===== src/rtl/tpi_defines.svh =====
`ifndef TPI_DEFINES_SVH
`define TPI_DEFINES_SVH
// Reset values of counters and prescalers
`define TPI_CNT16_RST 16'h0000
`define TPI_CNT8_RST 8'h00
`define TPI_PRE_RST 8'h00
// Channel counts
`define TPI_MAIN_CH 5
`define TPI_SMALL_INST 2
`endif


===== src/rtl/tpi_pkg.sv =====
`default_nettype none
package tpi_pkg;
  // Operating modes of a timer
  typedef enum logic [2:0] {
    TPI_MODE_STOP = 3'h1,
    TPI_MODE_FREE = 3'h2,
    TPI_MODE_EVENT = 3'h4
  } tpi_mode_t;
  // Main timer configuration
  typedef struct packed {
    tpi_mode_t mode;
    logic ir_en;
    logic [7:0] prescale;
    logic [15:0] period;
  } tpi_main_cfg_t;
  // Main timer channel configuration
  typedef struct packed {
    logic capture;
    logic [15:0] cmp;
  } tpi_ch16_cfg_t;
  // Small timer configuration
  typedef struct packed {
    tpi_mode_t mode;
    logic [7:0] prescale;
    logic [7:0] period;
    logic [7:0] cmp;
  } tpi_small_cfg_t;
endpackage
`default_nettype wire


===== src/rtl/tpi_timer_block.sv =====
`timescale 1ns/100ps
`default_nettype none
`include "tpi_defines.svh"
module tpi_timer_block (
  input wire logic mclk,
  input wire logic rst,
  input wire tpi_pkg::tpi_main_cfg_t main_cfg,
  input wire tpi_pkg::tpi_ch16_cfg_t [`TPI_MAIN_CH-1:0] ch_cfg,
  input wire tpi_pkg::tpi_small_cfg_t [`TPI_SMALL_INST-1:0] small_cfg,
  input wire logic main_event,
  input wire logic [`TPI_SMALL_INST-1:0] small_event,
  input wire logic [`TPI_MAIN_CH-1:0] ch_in,
  output logic [15:0] main_count,
  output logic [`TPI_MAIN_CH-1:0] ch_pwm,
  output logic [`TPI_MAIN_CH-1:0] ch_cap_valid,
  output logic [`TPI_MAIN_CH*16-1:0] ch_cap_value,
  output logic ir_out,
  output logic [`TPI_SMALL_INST*8-1:0] small_count,
  output logic [`TPI_SMALL_INST-1:0] small_pwm
);
  // Main timer state
  logic [7:0] pre16_r;
  logic [7:0] pre16_nxt;
  logic [15:0] cnt16_r;
  logic [15:0] cnt16_nxt;
  logic tick16; // Count enable for main timer
  logic wrap16; // Main timer at period this tick
  logic [`TPI_SMALL_INST-1:0] wrap8; // Small timer period completes
  logic [7:0] cnt8 [`TPI_SMALL_INST]; // Small timer counts
  logic ir_nxt;
  logic [`TPI_MAIN_CH-1:0] in_d_r; // Previous channel inputs
  logic [`TPI_MAIN_CH-1:0] pwm_r;
  logic [`TPI_MAIN_CH-1:0] pwm_nxt;

  // Small timers, one per instance
  genvar gi;
  generate
    for (gi = 0; gi < `TPI_SMALL_INST; gi++)
    begin : g_small
      logic [7:0] pre_r;
      logic [7:0] pre_nxt;
      logic [7:0] cnt_r;
      logic [7:0] cnt_nxt;
      logic pwm_r8;
      logic pwm_n8;
      logic tick;
      // Tick, wrap and PWM next values
      always_comb
      begin
        pre_nxt = pre_r;
        tick = 1'b0;
        case (small_cfg[gi].mode)
          tpi_pkg::TPI_MODE_FREE:
          begin
            // Prescaler divides by prescale+1
            if (pre_r >= small_cfg[gi].prescale)
            begin
              pre_nxt = `TPI_PRE_RST;
              tick = 1'b1;
            end
            else
            begin
              pre_nxt = pre_r + 8'h01;
            end
          end
          tpi_pkg::TPI_MODE_EVENT: tick = small_event[gi]; // Counter use
          default: pre_nxt = `TPI_PRE_RST;
        endcase
        wrap8[gi] = tick && (cnt_r >= small_cfg[gi].period);
        cnt_nxt = cnt_r;
        pwm_n8 = pwm_r8;
        if (tick)
        begin
          // Restart from zero past period
          cnt_nxt = wrap8[gi] ? `TPI_CNT8_RST : cnt_r + 8'h01;
          // Match clears, wrap sets: duty from compare
          if (wrap8[gi])
            pwm_n8 = 1'b1;
          else if (cnt_r + 8'h01 == small_cfg[gi].cmp)
            pwm_n8 = 1'b0;
        end
      end
      // Small timer registers
      always_ff @(posedge mclk or posedge rst)
      begin
        if (rst)
        begin
          pre_r <= `TPI_PRE_RST;
          cnt_r <= `TPI_CNT8_RST;
          pwm_r8 <= 1'b1;
          small_pwm[gi] <= 1'b1;
          small_count[gi*8 +: 8] <= `TPI_CNT8_RST;
        end
        else
        begin
          pre_r <= pre_nxt;
          cnt_r <= cnt_nxt;
          pwm_r8 <= pwm_n8;
          small_pwm[gi] <= pwm_n8;
          small_count[gi*8 +: 8] <= cnt_nxt;
        end
      end
      assign cnt8[gi] = cnt_r;
      // Count must be zero exactly one cycle after a wrap
      a_small_wrap: assert property (@(posedge mclk) disable iff (rst)
        wrap8[gi] |=> (cnt_r == 8'h00))
        else $error("small timer did not restart at zero");
    end
  endgenerate

  // Main timer prescale, tick source and count
  always_comb
  begin
    pre16_nxt = pre16_r;
    tick16 = 1'b0;
    if (main_cfg.ir_en)
    begin
      tick16 = wrap8[0]; // Count carrier periods
      pre16_nxt = `TPI_PRE_RST;
    end
    else
    begin
      case (main_cfg.mode)
        tpi_pkg::TPI_MODE_FREE:
        begin
          // Programmable prescaler
          if (pre16_r >= main_cfg.prescale)
          begin
            pre16_nxt = `TPI_PRE_RST;
            tick16 = 1'b1;
          end
          else
          begin
            pre16_nxt = pre16_r + 8'h01;
          end
        end
        tpi_pkg::TPI_MODE_EVENT: tick16 = main_event; // Event counting
        default: pre16_nxt = `TPI_PRE_RST;
      endcase
    end
    wrap16 = tick16 && (cnt16_r >= main_cfg.period); // Period sets range
    cnt16_nxt = cnt16_r;
    if (tick16)
      cnt16_nxt = wrap16 ? `TPI_CNT16_RST : cnt16_r + 16'h0001; // 16-bit count
  end

  // Main channel PWM next values
  always_comb
  begin
    pwm_nxt = pwm_r;
    for (int i = 0; i < `TPI_MAIN_CH; i++)
    begin
      if (tick16 && !ch_cfg[i].capture)
      begin
        // Compare against running count
        if (wrap16)
          pwm_nxt[i] = 1'b1;
        else if (cnt16_r + 16'h0001 == ch_cfg[i].cmp)
          pwm_nxt[i] = 1'b0;
      end
    end
    // Gate channel 0 with the carrier
    ir_nxt = main_cfg.ir_en ? (pwm_nxt[0] & g_small[0].pwm_n8) : pwm_nxt[0];
  end

  // Main timer registers
  always_ff @(posedge mclk or posedge rst)
  begin
    if (rst)
    begin
      pre16_r <= `TPI_PRE_RST;
      cnt16_r <= `TPI_CNT16_RST;
      main_count <= `TPI_CNT16_RST;
      pwm_r <= '1;
      ch_pwm <= '1;
      ir_out <= 1'b1;
    end
    else
    begin
      pre16_r <= pre16_nxt;
      cnt16_r <= cnt16_nxt;
      main_count <= cnt16_nxt;
      pwm_r <= pwm_nxt;
      ch_pwm <= pwm_nxt;
      ir_out <= ir_nxt;
    end
  end

  // Edge capture per channel
  generate
    for (gi = 0; gi < `TPI_MAIN_CH; gi++)
    begin : g_cap
      logic edge_hit;
      logic [15:0] cap_nxt;
      always_comb
      begin
        edge_hit = ch_cfg[gi].capture && (ch_in[gi] != in_d_r[gi]);
        cap_nxt = edge_hit ? cnt16_r : ch_cap_value[gi*16 +: 16]; // Capture on edge
      end
      always_ff @(posedge mclk or posedge rst)
      begin
        if (rst)
        begin
          in_d_r[gi] <= 1'b0;
          ch_cap_valid[gi] <= 1'b0;
          ch_cap_value[gi*16 +: 16] <= `TPI_CNT16_RST;
        end
        else
        begin
          in_d_r[gi] <= ch_in[gi];
          ch_cap_valid[gi] <= edge_hit;
          ch_cap_value[gi*16 +: 16] <= cap_nxt;
        end
      end
      a_cap_value: assert property (@(posedge mclk) disable iff (rst)
        edge_hit |=> (ch_cap_valid[gi] && ch_cap_value[gi*16 +: 16] == $past(cnt16_r)))
        else $error("capture did not record the count");
    end
  endgenerate

  // Carrier-gated pin follows both sources
  a_ir_gate: assert property (@(posedge mclk) disable iff (rst)
    main_cfg.ir_en |=> (ir_out == (ch_pwm[0] & small_pwm[0])))
    else $error("ir output not gated by carrier");
  // In IR mode count moves only on carrier wrap
  a_ir_tick: assert property (@(posedge mclk) disable iff (rst)
    (main_cfg.ir_en && !wrap8[0]) |=> $stable(main_count))
    else $error("main timer moved without carrier period");
  // Count restarts at zero the cycle after a wrap
  a_main_wrap: assert property (@(posedge mclk) disable iff (rst)
    wrap16 |=> (main_count == 16'h0000))
    else $error("main timer did not restart");
  // Stop mode holds the count
  a_main_stop: assert property (@(posedge mclk) disable iff (rst)
    (!main_cfg.ir_en && main_cfg.mode == tpi_pkg::TPI_MODE_STOP) |=> $stable(main_count))
    else $error("main timer moved while stopped");
  // Event mode advances by one on an event
  a_main_event: assert property (@(posedge mclk) disable iff (rst)
    (!main_cfg.ir_en && main_cfg.mode == tpi_pkg::TPI_MODE_EVENT && main_event && !wrap16)
      |=> (main_count == $past(main_count) + 16'h0001))
    else $error("event did not advance count");
  // Channel goes low on compare match
  a_ch_match: assert property (@(posedge mclk) disable iff (rst)
    (tick16 && !wrap16 && !ch_cfg[1].capture && cnt16_r + 16'h0001 == ch_cfg[1].cmp)
      |=> !ch_pwm[1])
    else $error("channel missed compare match");
  // Small channel low on match
  a_small_match: assert property (@(posedge mclk) disable iff (rst)
    (g_small[1].tick && !wrap8[1] && cnt8[1] + 8'h01 == small_cfg[1].cmp) |=> !small_pwm[1])
    else $error("small channel missed compare match");
endmodule
`default_nettype wire


===== config.mk =====
export PLATFORM = sky130hd
export DESIGN_NAME = tpi_timer_block
export DESIGN_NICKNAME = d
export VERILOG_FILES = /design/src/rtl/tpi_pkg.sv /design/src/rtl/tpi_timer_block.sv
export VERILOG_INCLUDE_DIRS = /design/src /design/src/rtl
export SDC_FILE = /design/constraint.sdc
export NUM_CORES = 1
export LEC_CHECK = 0
export ABC_CLOCK_PERIOD_IN_PS = 4900
export BUFFER_PORTS_ARGS = -buffer_cell sky130_fd_sc_hd__buf_2
export CAP_MARGIN = 25
export CORE_ASPECT_RATIO = 1.4
export CORE_MARGIN = 2
export CORE_UTILIZATION = 53
export CTS_BUF_LIST = sky130_fd_sc_hd__clkbuf_4 sky130_fd_sc_hd__clkbuf_8 sky130_fd_sc_hd__clkbuf_16
export DETAILED_ROUTE_END_ITERATION = 6
export MAX_ROUTING_LAYER = met4
export PLACE_DENSITY = 0.82
export REMOVE_ABC_BUFFERS = 1
export SYNTH_ARGS = -nofsm -noshare
export SYNTH_HDL_FRONTEND = slang
export SYNTH_SLANG_ARGS = --single-unit

===== constraint.sdc =====
create_clock -name mclk -period 4.9 [get_ports mclk]
set_input_delay 0.245 -clock mclk [delete_from_list [all_inputs] [get_ports mclk]]
set_output_delay 0.245 -clock mclk [all_outputs]
set_load 0.02 [all_outputs]

==> results.toml, run 1 <==
[run_status]
run_status = "complete, no violations"

[final_layout]
post_synthesis_to_final_layout_area_growth_pct = 23.35
final_net_count = 1703
layout-drive-gt1-share = 0.2559
layoutNonFillerInstCount = 1722

[global_routing]
grt_antenna_before_repair = 1
number_of_global_route_vias_before_repair = 9945
grt_overflow = 0
grt_util_all_layers = 0.3407
pin_count_of_the_biggest_net_entering_global_routing = 81
grt_first_pass_wirelength_um = 51990

[cts]
cts_max_level = 4
clk_root_buffer_cell = "sky130_fd_sc_hd__clkbuf_16"
tritoncts_clock_tree = "built"
post_cts_resized = 0
cts_num_sinks = 154
cts_max_path_buffers = 2
numCtsBuffers = 17
clk_transition_reported_paths_ns = 0.07
worst_skew_pair.late_latency_ns = 0.43
post-cts-setup-buffer-count = 0

[die]
floorplan.initialDensity = 0.5442
num_rows = 59
die_height_um = 167.9
die_area_um2 = 20320
placeable_core_area_um2 = 18680
fp.dieW_um = 121.0
ioPinCount = 302

[route]
route.antenna.remaining_nets = 0
drt_drc_violations_left = 0
total_number_of_vias = 10060
wl_um = 34200
vias_per_cell = 5.844
detailedRoute.firstIterationViolations = 919
first_pass_iters = 6
detail_route.wl_per_cell_um = 19.86

[job]
maximum_capacitance_violations = 0

[synthesis]
post-synth-top-area-cell = "sky130_fd_sc_hd__dfrtp_1"
synth_top_flop_cell = "sky130_fd_sc_hd__dfrtp_1"
yosys_register_bits = 154
share_of_the_synthesized_area_in_the_top_cell_type = 0.3594
yosys_warnings = 0
ys_seq_area_frac = 0.3801
async_sr_flop_fraction = 1.000
synth_area_leaders = "sky130_fd_sc_hd__dfrtp_1, sky130_fd_sc_hd__nand2_1, sky130_fd_sc_hd__ha_1"
ys_types = 72
synth-edff-count = 0
post_synthesis_instance_area_um2 = 10160
synthCells = 1182
syn_area_per_cell_um2 = 8.600

[critical_path]
critPathMaxFanout = 15
worst-endpoint-required_ns = 5.25
worstPathArrival_ns = 3.78
worst-r2r-cell-count = 7
timing_worst_setup_path_type = "flop to flop"
setup.worst_path.end_class = "flop"
timing.reg2reg.setup_slack_ns = 1.47
critical_path.reg2reg.endpoint = "pwm_r[2]$_DFFE_PP1P_"
regToRegStartpoint = "cnt16_r[3]$_DFFE_PP0N_"
worst_setup_path_start_kind = "flop"

[hold_path]
hold_path_end = "pwm_r[3]$_DFFE_PP1P_"
hold_start = "ch_cfg[67]"
hold_depth = 2
timing.hold.worst.class = "primary input to flop"

[sta]
fin_tns_setup_ns = 0
fin_crit_ns = 3.431
hold_ws_ns = 0.02890
timing.clock.skew_ns = 0.01013
maxSlewViolCount = 0
setup_violating_endpoint_count_in_the_final_report = 0
timing_hold_violations_final = 0
worst_slew_pin_slew_ns = 0.9553
setup_repair_after_global_routing_missed_its_margin = "false"
fmax_mhz = 291.4
timing.slew.headroom = 0.3617
final.period_utilization = 0.7003

[power]
pwr-share-seq = 0.387
clk_network_pwr_share = 0.355
combinational_share_of_power = 0.259
largest_vdd_supply_drop_mv = 0.2097
power_report.internal_total_mw = 2.602
switching_share = 0.3455
cellPowerDensity_nw_per_um2 = 317.1
leakage_power_nw = 6.613
total_switching_power_mw = 1.373

[place]
hpwlAfterDp_um = 25700
post-place-cells = 1680
final_gp_congestion = 1.009
placement.io_buffers = 301
worst max-delay path by stage:
stage	startpoint	end	slack, ns	cells after the start
final	cnt16_r[3]$_DFFE_PP0N_	pwm_r[2]$_DFFE_PP1P_	1.47	7
after global routing	cnt16_r[3]$_DFFE_PP0N_	pwm_r[2]$_DFFE_PP1P_	1.26	7
after CTS	cnt16_r[3]$_DFFE_PP0N_	pwm_r[2]$_DFFE_PP1P_	1.53	7
after detailed placement	cnt16_r[3]$_DFFE_PP0N_	pwm_r[2]$_DFFE_PP1P_	1.51	7
after global placement	cnt16_r[3]$_DFFE_PP0N_	pwm_r[2]$_DFFE_PP1P_	1.62	7
after floorplan	rst	ch_cap_valid[0]$_DFF_PP0_	0.52	1
timing repair:
item	CTS	global route
hold buffers	9	0
endpoints found under the hold margin	84	0
setup endpoints to repair	0	0
sequential cells by signal (all words and copies together), names as in the netlist:
name / cells
ch_cap_valid: 5
g_small.cnt_r: 16
ch_cap_value: 80
in_d_r: 5
cnt16_r: 16
g_small.pre_r: 16
pre16_r: 8
pwm_r: 5
g_small.pwm_r8: 2
ir_out: 1
power by group through the flow:
stage | clock (mW) | sequential (mW) | combinational (mW)
global placement | 0 | 1.55 | 1.00
floorplan | 0 | 1.65 | 0.489
finish | 1.41 | 1.54 | 1.03
global route | 1.48 | 1.55 | 1.11
CTS | 1.43 | 1.53 | 1.02
detailed placement | 0 | 1.55 | 1.01
layout by cell type, fill, tap and decap left out, drive strengths merged, types with 4 or more instances in the layout:
master | Yosys | final
a2111o | 4 | 4
a2111oi | 6 | 6
a211o | 4 | 4
a211oi | 6 | 6
a21o | 14 | 14
a21oi | 30 | 30
a22o | 15 | 15
and2 | 4 | 4
and3 | 10 | 10
buf | 27 | 316
clkbuf | 35 | 17
clkinv | 0 | 5
dfrtp | 146 | 146
dfstp | 8 | 8
dlygate4sd3 | 0 | 9
ha | 62 | 62
inv | 75 | 81
mux2i | 4 | 4
nand2 | 255 | 255
nand2b | 16 | 16
nand3 | 35 | 35
nand4 | 18 | 18
nor2 | 51 | 51
nor2b | 14 | 14
nor3 | 23 | 23
nor3b | 7 | 7
nor4 | 16 | 16
nor4b | 6 | 6
o2111ai | 5 | 5
o211ai | 5 | 5
o21a | 5 | 5
o21ai | 93 | 93
o2bb2ai | 5 | 5
o31ai | 13 | 13
o32ai | 4 | 4
o41ai | 9 | 9
xnor2 | 66 | 66
xnor3 | 5 | 5
xor2 | 44 | 44
logic make-up after synthesis:
logic type	share of synthesized area
simple gates	0.2174
compound gates	0.1567
flops	0.3801
buf+inv	0.05527
xor+xnor	0.1081
fa+ha+maj	0.07632
mux	0.006155
final cells by class:
class                   instances  area, µm²
fillers                      1576       6138
diodes                          1      2.502
inverters                      75      286.5
flip-flops and latches        154       3864
clock inverters                15      206.4
well taps                     244      305.3
clock buffers                  17      425.4
multi-input cells             891       5739
repair buffers                325       1709
worst max-delay path, stage by stage (launching register included):
cell	delay [ns]
sky130_fd_sc_hd__dfrtp_1	0.74
sky130_fd_sc_hd__nand4_2	0.58
sky130_fd_sc_hd__nor4_2	0.69
sky130_fd_sc_hd__xnor2_1	0.36
sky130_fd_sc_hd__xnor2_1	0.21
sky130_fd_sc_hd__a2111oi_0	0.42
sky130_fd_sc_hd__nand4_1	0.20
sky130_fd_sc_hd__o2bb2ai_1	0.16
layer usage:
metal	track usage	vias up	wire length, µm
li1	-	4653	-
met1	0.3812	4705	12290
met2	0.5696	585	17050
met3	0.05894	121	2946
met4	0.1941	0	1911
met5	-	-	0
synth_stat cells (4+ instances only):
library cell / number
sky130_fd_sc_hd__nand2_1: 255
sky130_fd_sc_hd__dfrtp_1: 146
sky130_fd_sc_hd__o21ai_0: 86
sky130_fd_sc_hd__inv_1: 75
sky130_fd_sc_hd__xnor2_1: 63
sky130_fd_sc_hd__ha_1: 62
sky130_fd_sc_hd__nor2_1: 49
sky130_fd_sc_hd__xor2_1: 44
sky130_fd_sc_hd__clkbuf_1: 35
sky130_fd_sc_hd__nand3_1: 33
sky130_fd_sc_hd__a21oi_1: 30
sky130_fd_sc_hd__nor3_1: 22
sky130_fd_sc_hd__nand4_1: 17
sky130_fd_sc_hd__nand2b_1: 16
sky130_fd_sc_hd__a22o_1: 15
sky130_fd_sc_hd__a21o_1: 14
sky130_fd_sc_hd__buf_2: 14
sky130_fd_sc_hd__nor2b_1: 14
sky130_fd_sc_hd__nor4_1: 13
sky130_fd_sc_hd__o31ai_1: 13
sky130_fd_sc_hd__and3_1: 10
sky130_fd_sc_hd__dfstp_2: 8
sky130_fd_sc_hd__o41ai_1: 8
sky130_fd_sc_hd__buf_1: 7
sky130_fd_sc_hd__nor3b_1: 7
sky130_fd_sc_hd__o21ai_1: 7
sky130_fd_sc_hd__a211oi_1: 6
sky130_fd_sc_hd__a2111oi_0: 5
sky130_fd_sc_hd__nor4b_1: 5
sky130_fd_sc_hd__o2111ai_1: 5
sky130_fd_sc_hd__o211ai_1: 5
sky130_fd_sc_hd__o21a_1: 5
sky130_fd_sc_hd__o2bb2ai_1: 5
sky130_fd_sc_hd__xnor3_1: 5
sky130_fd_sc_hd__a2111o_1: 4
sky130_fd_sc_hd__a211o_1: 4
sky130_fd_sc_hd__and2_1: 4
sky130_fd_sc_hd__buf_4: 4
sky130_fd_sc_hd__mux2i_1: 4
sky130_fd_sc_hd__o32ai_1: 4
per-stage QoR:
stage / util / power, mW / cell area, µm² / setup WS (ns)
6_report: 0.6713 / 3.976 / 12540 / 1.469
5_1_grt: 0.6713 / 4.142 / 12540 / 1.262
4_1_cts: 0.6712 / 3.982 / 12540 / 1.527
3_5_place_dp: 0.6325 / 2.566 / 11810 / 1.513
3_3_place_gp: 0.6325 / 2.553 / 11810 / 1.618
2_1_floorplan: - / 2.139 / 9884 / 0.5184
Power figures use the tool's default switching activity.
==> run 2, diff against run 1 <==
--- a/config.mk
+++ b/config.mk
@@ -6,16 +6,16 @@
 export SDC_FILE = /design/constraint.sdc
 export NUM_CORES = 1
 export LEC_CHECK = 0
-export ABC_CLOCK_PERIOD_IN_PS = 4900
+export ABC_CLOCK_PERIOD_IN_PS = 3000
 export BUFFER_PORTS_ARGS = -buffer_cell sky130_fd_sc_hd__buf_2
 export CAP_MARGIN = 25
 export CORE_ASPECT_RATIO = 1.4
 export CORE_MARGIN = 2
-export CORE_UTILIZATION = 53
+export CORE_UTILIZATION = 48
 export CTS_BUF_LIST = sky130_fd_sc_hd__clkbuf_4 sky130_fd_sc_hd__clkbuf_8 sky130_fd_sc_hd__clkbuf_16
 export DETAILED_ROUTE_END_ITERATION = 6
 export MAX_ROUTING_LAYER = met4
-export PLACE_DENSITY = 0.82
+export PLACE_DENSITY = 0.78
 export REMOVE_ABC_BUFFERS = 1
 export SYNTH_ARGS = -nofsm -noshare
 export SYNTH_HDL_FRONTEND = slang
==> constraint.sdc (replaced) <==
create_clock -name mclk -period 3 [get_ports mclk]
set_input_delay 0.15 -clock mclk [delete_from_list [all_inputs] [get_ports mclk]]
set_output_delay 0.15 -clock mclk [all_outputs]
set_load 0.02 [all_outputs]
==> run 2 against run 1 <==
Total power is 60% higher. Final cell count is 3.4% higher. Clock power grew 53%. Flip-flop and latch count unchanged. Clock skew rose by 0.0033 ns. Core utilization fell by 5.8 points. Routed wire length shrank 4.2%. Non-clock buffer count rose by 43. Fmax is 25% higher. Global-route usage decreased by 4.2 points. Worst setup slack got worse by 1.2 ns. Sequential power rose by 58%.
==> results.toml, run 2 (synthesis gave the netlist of run 1 again) <==
[critical_path]
critical-path-max-stage-delay_ns = 0.43
timing.reg2reg.setup_slack_ns = 0.26
cp.buffers_inverters = 1
setup.worst_path.end_class = "flop"
critical_path.reg2reg.endpoint = "ir_out$_DFF_PP1_"
worst-r2r-cell-count = 9
worstPathArrival_ns = 3.07
critPathMaxFanout = 8
regToRegStartpoint = "cnt16_r[0]$_DFFE_PP0N_"
worst-endpoint-required_ns = 3.33
kind_of_cell_adding_the_most_delay_to_the_critical_path = "simple AND/OR/NAND/NOR gates"
path_cells = "ha_1 > buf_4 > and3_1 > nand3_2 > a2111o_1 > nor4_1 > nand4_1 > o41ai_2 > a32oi_1"
timing_worst_setup_path_type = "flop to flop"
worst_setup_path_start_kind = "flop"
crit_path_top_delay_cell = "sky130_fd_sc_hd__a2111o_1"

[die]
floorplan.initialDensity = 0.4848
fp.dieW_um = 127.0
die_area_um2 = 22370
num_rows = 63
ioPinCount = 302
die_height_um = 176.2
placeable_core_area_um2 = 20970

[place]
dpl_worst_slack_ns = 0.2560
final_gp_congestion = 1.030
post-place-cells = 1737
placement.io_buffers = 301
hpwlAfterDp_um = 25060

[sta]
hold_ws_ns = 0.09525
setup_repair_after_global_routing_missed_its_margin = "false"
timing_hold_violations_final = 0
maxSlewViolCount = 0
timing.clock.skew_ns = 0.01345
fmax_mhz = 364.4
final_critical_path_setup_slack_ns = 0.2558
worst_slew_pin_slew_ns = 0.8807
timing.slew.headroom = 0.4083
fin_tns_setup_ns = 0
final.period_utilization = 0.9147
fin_crit_ns = 2.744
setup_violating_endpoint_count_in_the_final_report = 0

[global_routing]
pin_count_of_the_biggest_net_entering_global_routing = 61
grt_first_pass_wirelength_um = 50890
grt_overflow = 0
number_of_global_route_vias_before_repair = 9914
grt_util_all_layers = 0.2989
grt_antenna_before_repair = 0

[cts]
clk_transition_reported_paths_ns = 0.07
cts_max_level = 4
post-cts-setup-buffer-count = 0
cts_num_sinks = 154
tritoncts_clock_tree = "built"
clk_root_buffer_cell = "sky130_fd_sc_hd__clkbuf_16"
cts_max_path_buffers = 2
worst_skew_pair.late_latency_ns = 0.43
numCtsBuffers = 17

[route]
drt_drc_violations_left = 0
total_number_of_vias = 10130
route.antenna.remaining_nets = 0
wl_um = 32770
detail_route.wl_per_cell_um = 18.41
vias_per_cell = 5.692
first_pass_iters = 6
detailedRoute.firstIterationViolations = 704

[job]
maximum_capacitance_violations = 0

[final_layout]
top_register_by_number_of_flip_flops = "ch_cap_value"
antenna-diode-count = 0
mostFrequentLayoutCell = "sky130_fd_sc_hd__buf_2"
layoutNonFillerInstCount = 1780
mostFrequentLayoutCells = "sky130_fd_sc_hd__buf_2, sky130_fd_sc_hd__nand2_1, sky130_fd_sc_hd__dfrtp_1"
layout-drive-gt1-share = 0.2763
final_net_count = 1746
final.fill_count = 1816
final_core_utilization = 0.6131
post_synthesis_to_final_layout_area_growth_pct = 26.46
largest_register_ffs = 80

[hold_path]
hold_start = "small_cfg[34]"
hold_path_end = "g_small[1].pwm_r8$_DFFE_PP1P_"
timing.hold.worst.class = "primary input to flop"
hold_depth = 4

[run_status]
run_status = "complete, no violations"

[power]
leakage_power_nw = 6.808
largest_vdd_supply_drop_mv = 0.3764
cellPowerDensity_nw_per_um2 = 496.0
## run 2: cell types whose count changed in the layout (fill, tap and decap cells not counted), moves of 2 or more
cell	change
sky130_fd_sc_hd__buf_4	+40
sky130_fd_sc_hd__bufinv_16	-2
sky130_fd_sc_hd__inv_6	+2
sky130_fd_sc_hd__clkinv_4	-2
sky130_fd_sc_hd__dlygate4sd3_1	+2
## run 2: layer usage
| metal | vias up | wire length, µm | GRT usage |
|---|---|---|---|
| li1 | 4740 | - | - |
| met1 | 4753 | 12480 | 0.3483 |
| met2 | 520 | 16140 | 0.4975 |
| met3 | 119 | 2289 | 0.04242 |
| met4 | 0 | 1853 | 0.1653 |
| met5 | - | 0 | - |
## run 2: worst reg2reg max path: stages, from the launching register on
cell                       delay (ns)
sky130_fd_sc_hd__dfrtp_1         0.41
sky130_fd_sc_hd__ha_1            0.20
sky130_fd_sc_hd__buf_4           0.14
sky130_fd_sc_hd__and3_1          0.33
sky130_fd_sc_hd__nand3_2         0.26
sky130_fd_sc_hd__a2111o_1        0.43
sky130_fd_sc_hd__nor4_1          0.30
sky130_fd_sc_hd__nand4_1         0.17
sky130_fd_sc_hd__o41ai_2         0.31
sky130_fd_sc_hd__a32oi_1         0.10
## run 2: cell type report
cell class	instances	area, µm²	area share
clock inverter	14	148.9	0.01158
sequential	154	3864	0.3006
inverter	75	286.5	0.02229
tap	260	325.3	0.02531
clock buffer	18	439.2	0.03416
multi-input combinational	891	5742	0.4467
timing repair buffer	368	2049	0.1594
## run 2: repair_timing
item                                   CTS  global route
hold buffers                            11             0
endpoints found under the hold margin   62             0
resized for setup                        0             1
setup endpoints to repair                0             1
## run 2: worst max path at each step
stage / start / to / slack, ns / cells after the start
6_report: cnt16_r[0]$_DFFE_PP0N_ / ir_out$_DFF_PP1_ / 0.26 / 9
5_1_grt: cnt16_r[1]$_DFFE_PP0N_ / ir_out$_DFF_PP1_ / 0.08 / 9
3_5_place_dp: cnt16_r[9]$_DFFE_PP0N_ / cnt16_r[0]$_DFFE_PP0N_ / 0.26 / 8
3_3_place_gp: g_small[0].cnt_r[0]$_DFFE_PP0N_ / cnt16_r[0]$_DFFE_PP0N_ / 0.38 / 9
2_1_floorplan: rst / ch_cap_valid[0]$_DFF_PP0_ / -1.29 / 1
4_1_cts: cnt16_r[0]$_DFFE_PP0N_ / cnt16_r[0]$_DFFE_PP0N_ / 0.23 / 10
## run 2: power by group
| part | leakage, nW | internal (mW) | total (mW) | switching (mW) |
|---|---|---|---|---|
| combinational | 4.47 | 0.704 | 1.78 | 1.08 |
| clock | 0.285 | 1.20 | 2.16 | 0.964 |
| sequential | 2.05 | 2.26 | 2.43 | 0.173 |
## run 2: metrics by stage
step / area, µm² / power (mW)
after floorplan: 9884 / 3.494
after global placement: 12150 / 4.188
after detailed placement: 12150 / 4.220
after CTS: 12850 / 6.412
after global routing: 12850 / 6.702
final: 12850 / 6.376
==> run 3, diff against run 2 <==
--- a/config.mk
+++ b/config.mk
@@ -12,11 +12,13 @@
 export CORE_ASPECT_RATIO = 1.4
 export CORE_MARGIN = 2
 export CORE_UTILIZATION = 48
-export CTS_BUF_LIST = sky130_fd_sc_hd__clkbuf_4 sky130_fd_sc_hd__clkbuf_8 sky130_fd_sc_hd__clkbuf_16
+export CTS_BUF_LIST = sky130_fd_sc_hd__clkbuf_16
+export CTS_CLUSTER_SIZE = 12
 export DETAILED_ROUTE_END_ITERATION = 6
 export MAX_ROUTING_LAYER = met4
 export PLACE_DENSITY = 0.78
 export REMOVE_ABC_BUFFERS = 1
+export SLEW_MARGIN = 30
 export SYNTH_ARGS = -nofsm -noshare
 export SYNTH_HDL_FRONTEND = slang
 export SYNTH_SLANG_ARGS = --single-unit
==> run 3 against run 2 <==
Combinational power barely moved. Clock power barely moved. Critical endpoint unchanged. Highest routed layer unchanged. Core utilization about the same.
==> results.toml, run 3 (synthesis gave the netlist of run 1 again) <==
[global_routing]
pin_count_of_the_biggest_net_entering_global_routing = 61
grt_first_pass_wirelength_um = 50880
grt_antenna_before_repair = 0
number_of_global_route_vias_before_repair = 9900
grt_util_all_layers = 0.2988
grt_overflow = 0

[run_status]
run_status = "complete, no violations"

[cts]
clk_root_buffer_cell = "sky130_fd_sc_hd__clkbuf_16"
post-cts-setup-buffer-count = 0
cts_num_sinks = 154
cts_max_level = 4
numCtsBuffers = 17
tritoncts_clock_tree = "built"
worst_skew_pair.late_latency_ns = 0.43
clk_transition_reported_paths_ns = 0.07
cts_max_path_buffers = 2

[die]
num_rows = 63
die_area_um2 = 22370
die_height_um = 176.2
fp.dieW_um = 127.0
floorplan.initialDensity = 0.4848
ioPinCount = 302
placeable_core_area_um2 = 20970

[place]
placement.io_buffers = 301
final_gp_congestion = 1.030
hpwlAfterDp_um = 25060

[critical_path]
timing.reg2reg.setup_slack_ns = 0.21
timing_worst_setup_path_type = "flop to flop"
critical-path-max-stage-delay_ns = 0.43
worst_setup_path_start_kind = "flop"
crit_path_top_delay_cell = "sky130_fd_sc_hd__a2111o_1"
launching_instance_or_port_of_the_critical_path = "cnt16_r[0]$_DFFE_PP0N_"
kind_of_cell_adding_the_most_delay_to_the_critical_path = "simple AND/OR/NAND/NOR gates"
worst-endpoint-required_ns = 3.32
setup.worst_path.end_class = "flop"
regToRegStartpoint = "cnt16_r[0]$_DFFE_PP0N_"
path_cells = "ha_1 > buf_4 > and3_1 > nand3_2 > a2111o_1 > nor4_1 > nand4_1 > o41ai_2 > a32oi_1"
critPathMaxFanout = 8
cp.buffers_inverters = 1
worst-r2r-cell-count = 9
critical_path.reg2reg.endpoint = "ir_out$_DFF_PP1_"
worstPathArrival_ns = 3.11

[job]
maximum_capacitance_violations = 0

[route]
route.antenna.remaining_nets = 0
drt_drc_violations_left = 0
detailedRoute.firstIterationViolations = 783
wl_um = 32790
vias_per_cell = 5.724
total_number_of_vias = 10190
first_pass_iters = 5
detail_route.wl_per_cell_um = 18.42

[sta]
worst_slew_pin_slew_ns = 0.8725
maxSlewViolCount = 0
timing.clock.skew_ns = 0.01676
fin_crit_ns = 2.788
timing_hold_violations_final = 0
setup_violating_endpoint_count_in_the_final_report = 0
final.period_utilization = 0.9294
timing.slew.headroom = 0.4139
setup_repair_after_global_routing_missed_its_margin = "false"
fin_tns_setup_ns = 0
fmax_mhz = 358.6

[final_layout]
final_core_utilization = 0.6126
final_net_count = 1746
antenna-diode-count = 0
mostFrequentLayoutCell = "sky130_fd_sc_hd__buf_2"
layout-drive-gt1-share = 0.2757
largest_register_ffs = 80
top_register_by_number_of_flip_flops = "ch_cap_value"
mostFrequentLayoutCells = "sky130_fd_sc_hd__buf_2, sky130_fd_sc_hd__nand2_1, sky130_fd_sc_hd__dfrtp_1"
post_synthesis_to_final_layout_area_growth_pct = 26.37

[hold_path]
hold_depth = 4
hold_path_end = "g_small[1].pwm_r8$_DFFE_PP1P_"
timing.hold.worst.class = "primary input to flop"
hold_start = "small_cfg[34]"

[power]
leakage_power_nw = 6.802
cellPowerDensity_nw_per_um2 = 494.5
largest_vdd_supply_drop_mv = 0.3759
run 3: stage by stage:
| step | cells | area [µm²] | power (mW) | hold slack, ns | setup slack [ns] |
|---|---|---|---|---|---|
| global route | 1780 | 12840 | 6.676 | 0.09052 | 0.08090 |
| finish | 1780 | 12840 | 6.351 | 0.09289 | 0.2117 |
| floorplan | 1120 | 9884 | 3.494 | 0.1814 | -1.287 |
| detailed placement | 1737 | 12150 | 4.220 | 0.2590 | 0.2560 |
| global placement | 1737 | 12150 | 4.188 | 0.2540 | 0.3772 |
| CTS | 1780 | 12840 | 6.385 | 0.08044 | 0.2291 |
run 3: layout make-up:
cell class,instances,area (µm²)
fill,1817,8123
multi-input combinational,891,5742
sequential,154,3864
timing repair buffer,368,2049
clock buffer,17,425.4
tap,260,325.3
inverter,75,286.5
clock inverter,15,152.6
run 3: worst max path at each step:
stage | slack [ns] | cells past startpoint | end
final | 0.21 | 9 | ir_out$_DFF_PP1_
after global routing | 0.08 | 9 | ir_out$_DFF_PP1_
after CTS | 0.23 | 10 | cnt16_r[0]$_DFFE_PP0N_
after detailed placement | 0.26 | 8 | cnt16_r[0]$_DFFE_PP0N_
after global placement | 0.38 | 9 | cnt16_r[0]$_DFFE_PP0N_
after floorplan | -1.29 | 1 | ch_cap_valid[0]$_DFF_PP0_
run 3: power breakdown:
| part | total [mW] | internal (mW) | switching [mW] |
|---|---|---|---|
| logic | 1.78 | 0.704 | 1.07 |
| clock network | 2.14 | 1.17 | 0.966 |
| registers | 2.43 | 2.26 | 0.173 |
run 3: routing by layer:
| layer | vias up | wire length, µm | GRT usage |
|---|---|---|---|
| met3 | 124 | 2249 | 0.04152 |
| met1 | 4796 | 12480 | 0.3493 |
| met5 | - | 0 | - |
| met4 | 0 | 1870 | 0.1653 |
| li1 | 4741 | - | - |
| met2 | 527 | 16200 | 0.4969 |
run 3: worst reg2reg max path: stages (launching register included):
cell and delay, ns:
sky130_fd_sc_hd__dfrtp_1 0.42, sky130_fd_sc_hd__ha_1 0.20, sky130_fd_sc_hd__buf_4 0.14, sky130_fd_sc_hd__and3_1 0.33, sky130_fd_sc_hd__nand3_2 0.26, sky130_fd_sc_hd__a2111o_1 0.43
sky130_fd_sc_hd__nor4_1 0.30, sky130_fd_sc_hd__nand4_1 0.17, sky130_fd_sc_hd__o41ai_2 0.33, sky130_fd_sc_hd__a32oi_1 0.11
run 3: repair_timing:
item,4_1_cts,5_1_grt
setup endpoints to repair,0,1
gates resized for setup,0,1
hold endpoints to repair,62,0
hold buffers,11,0
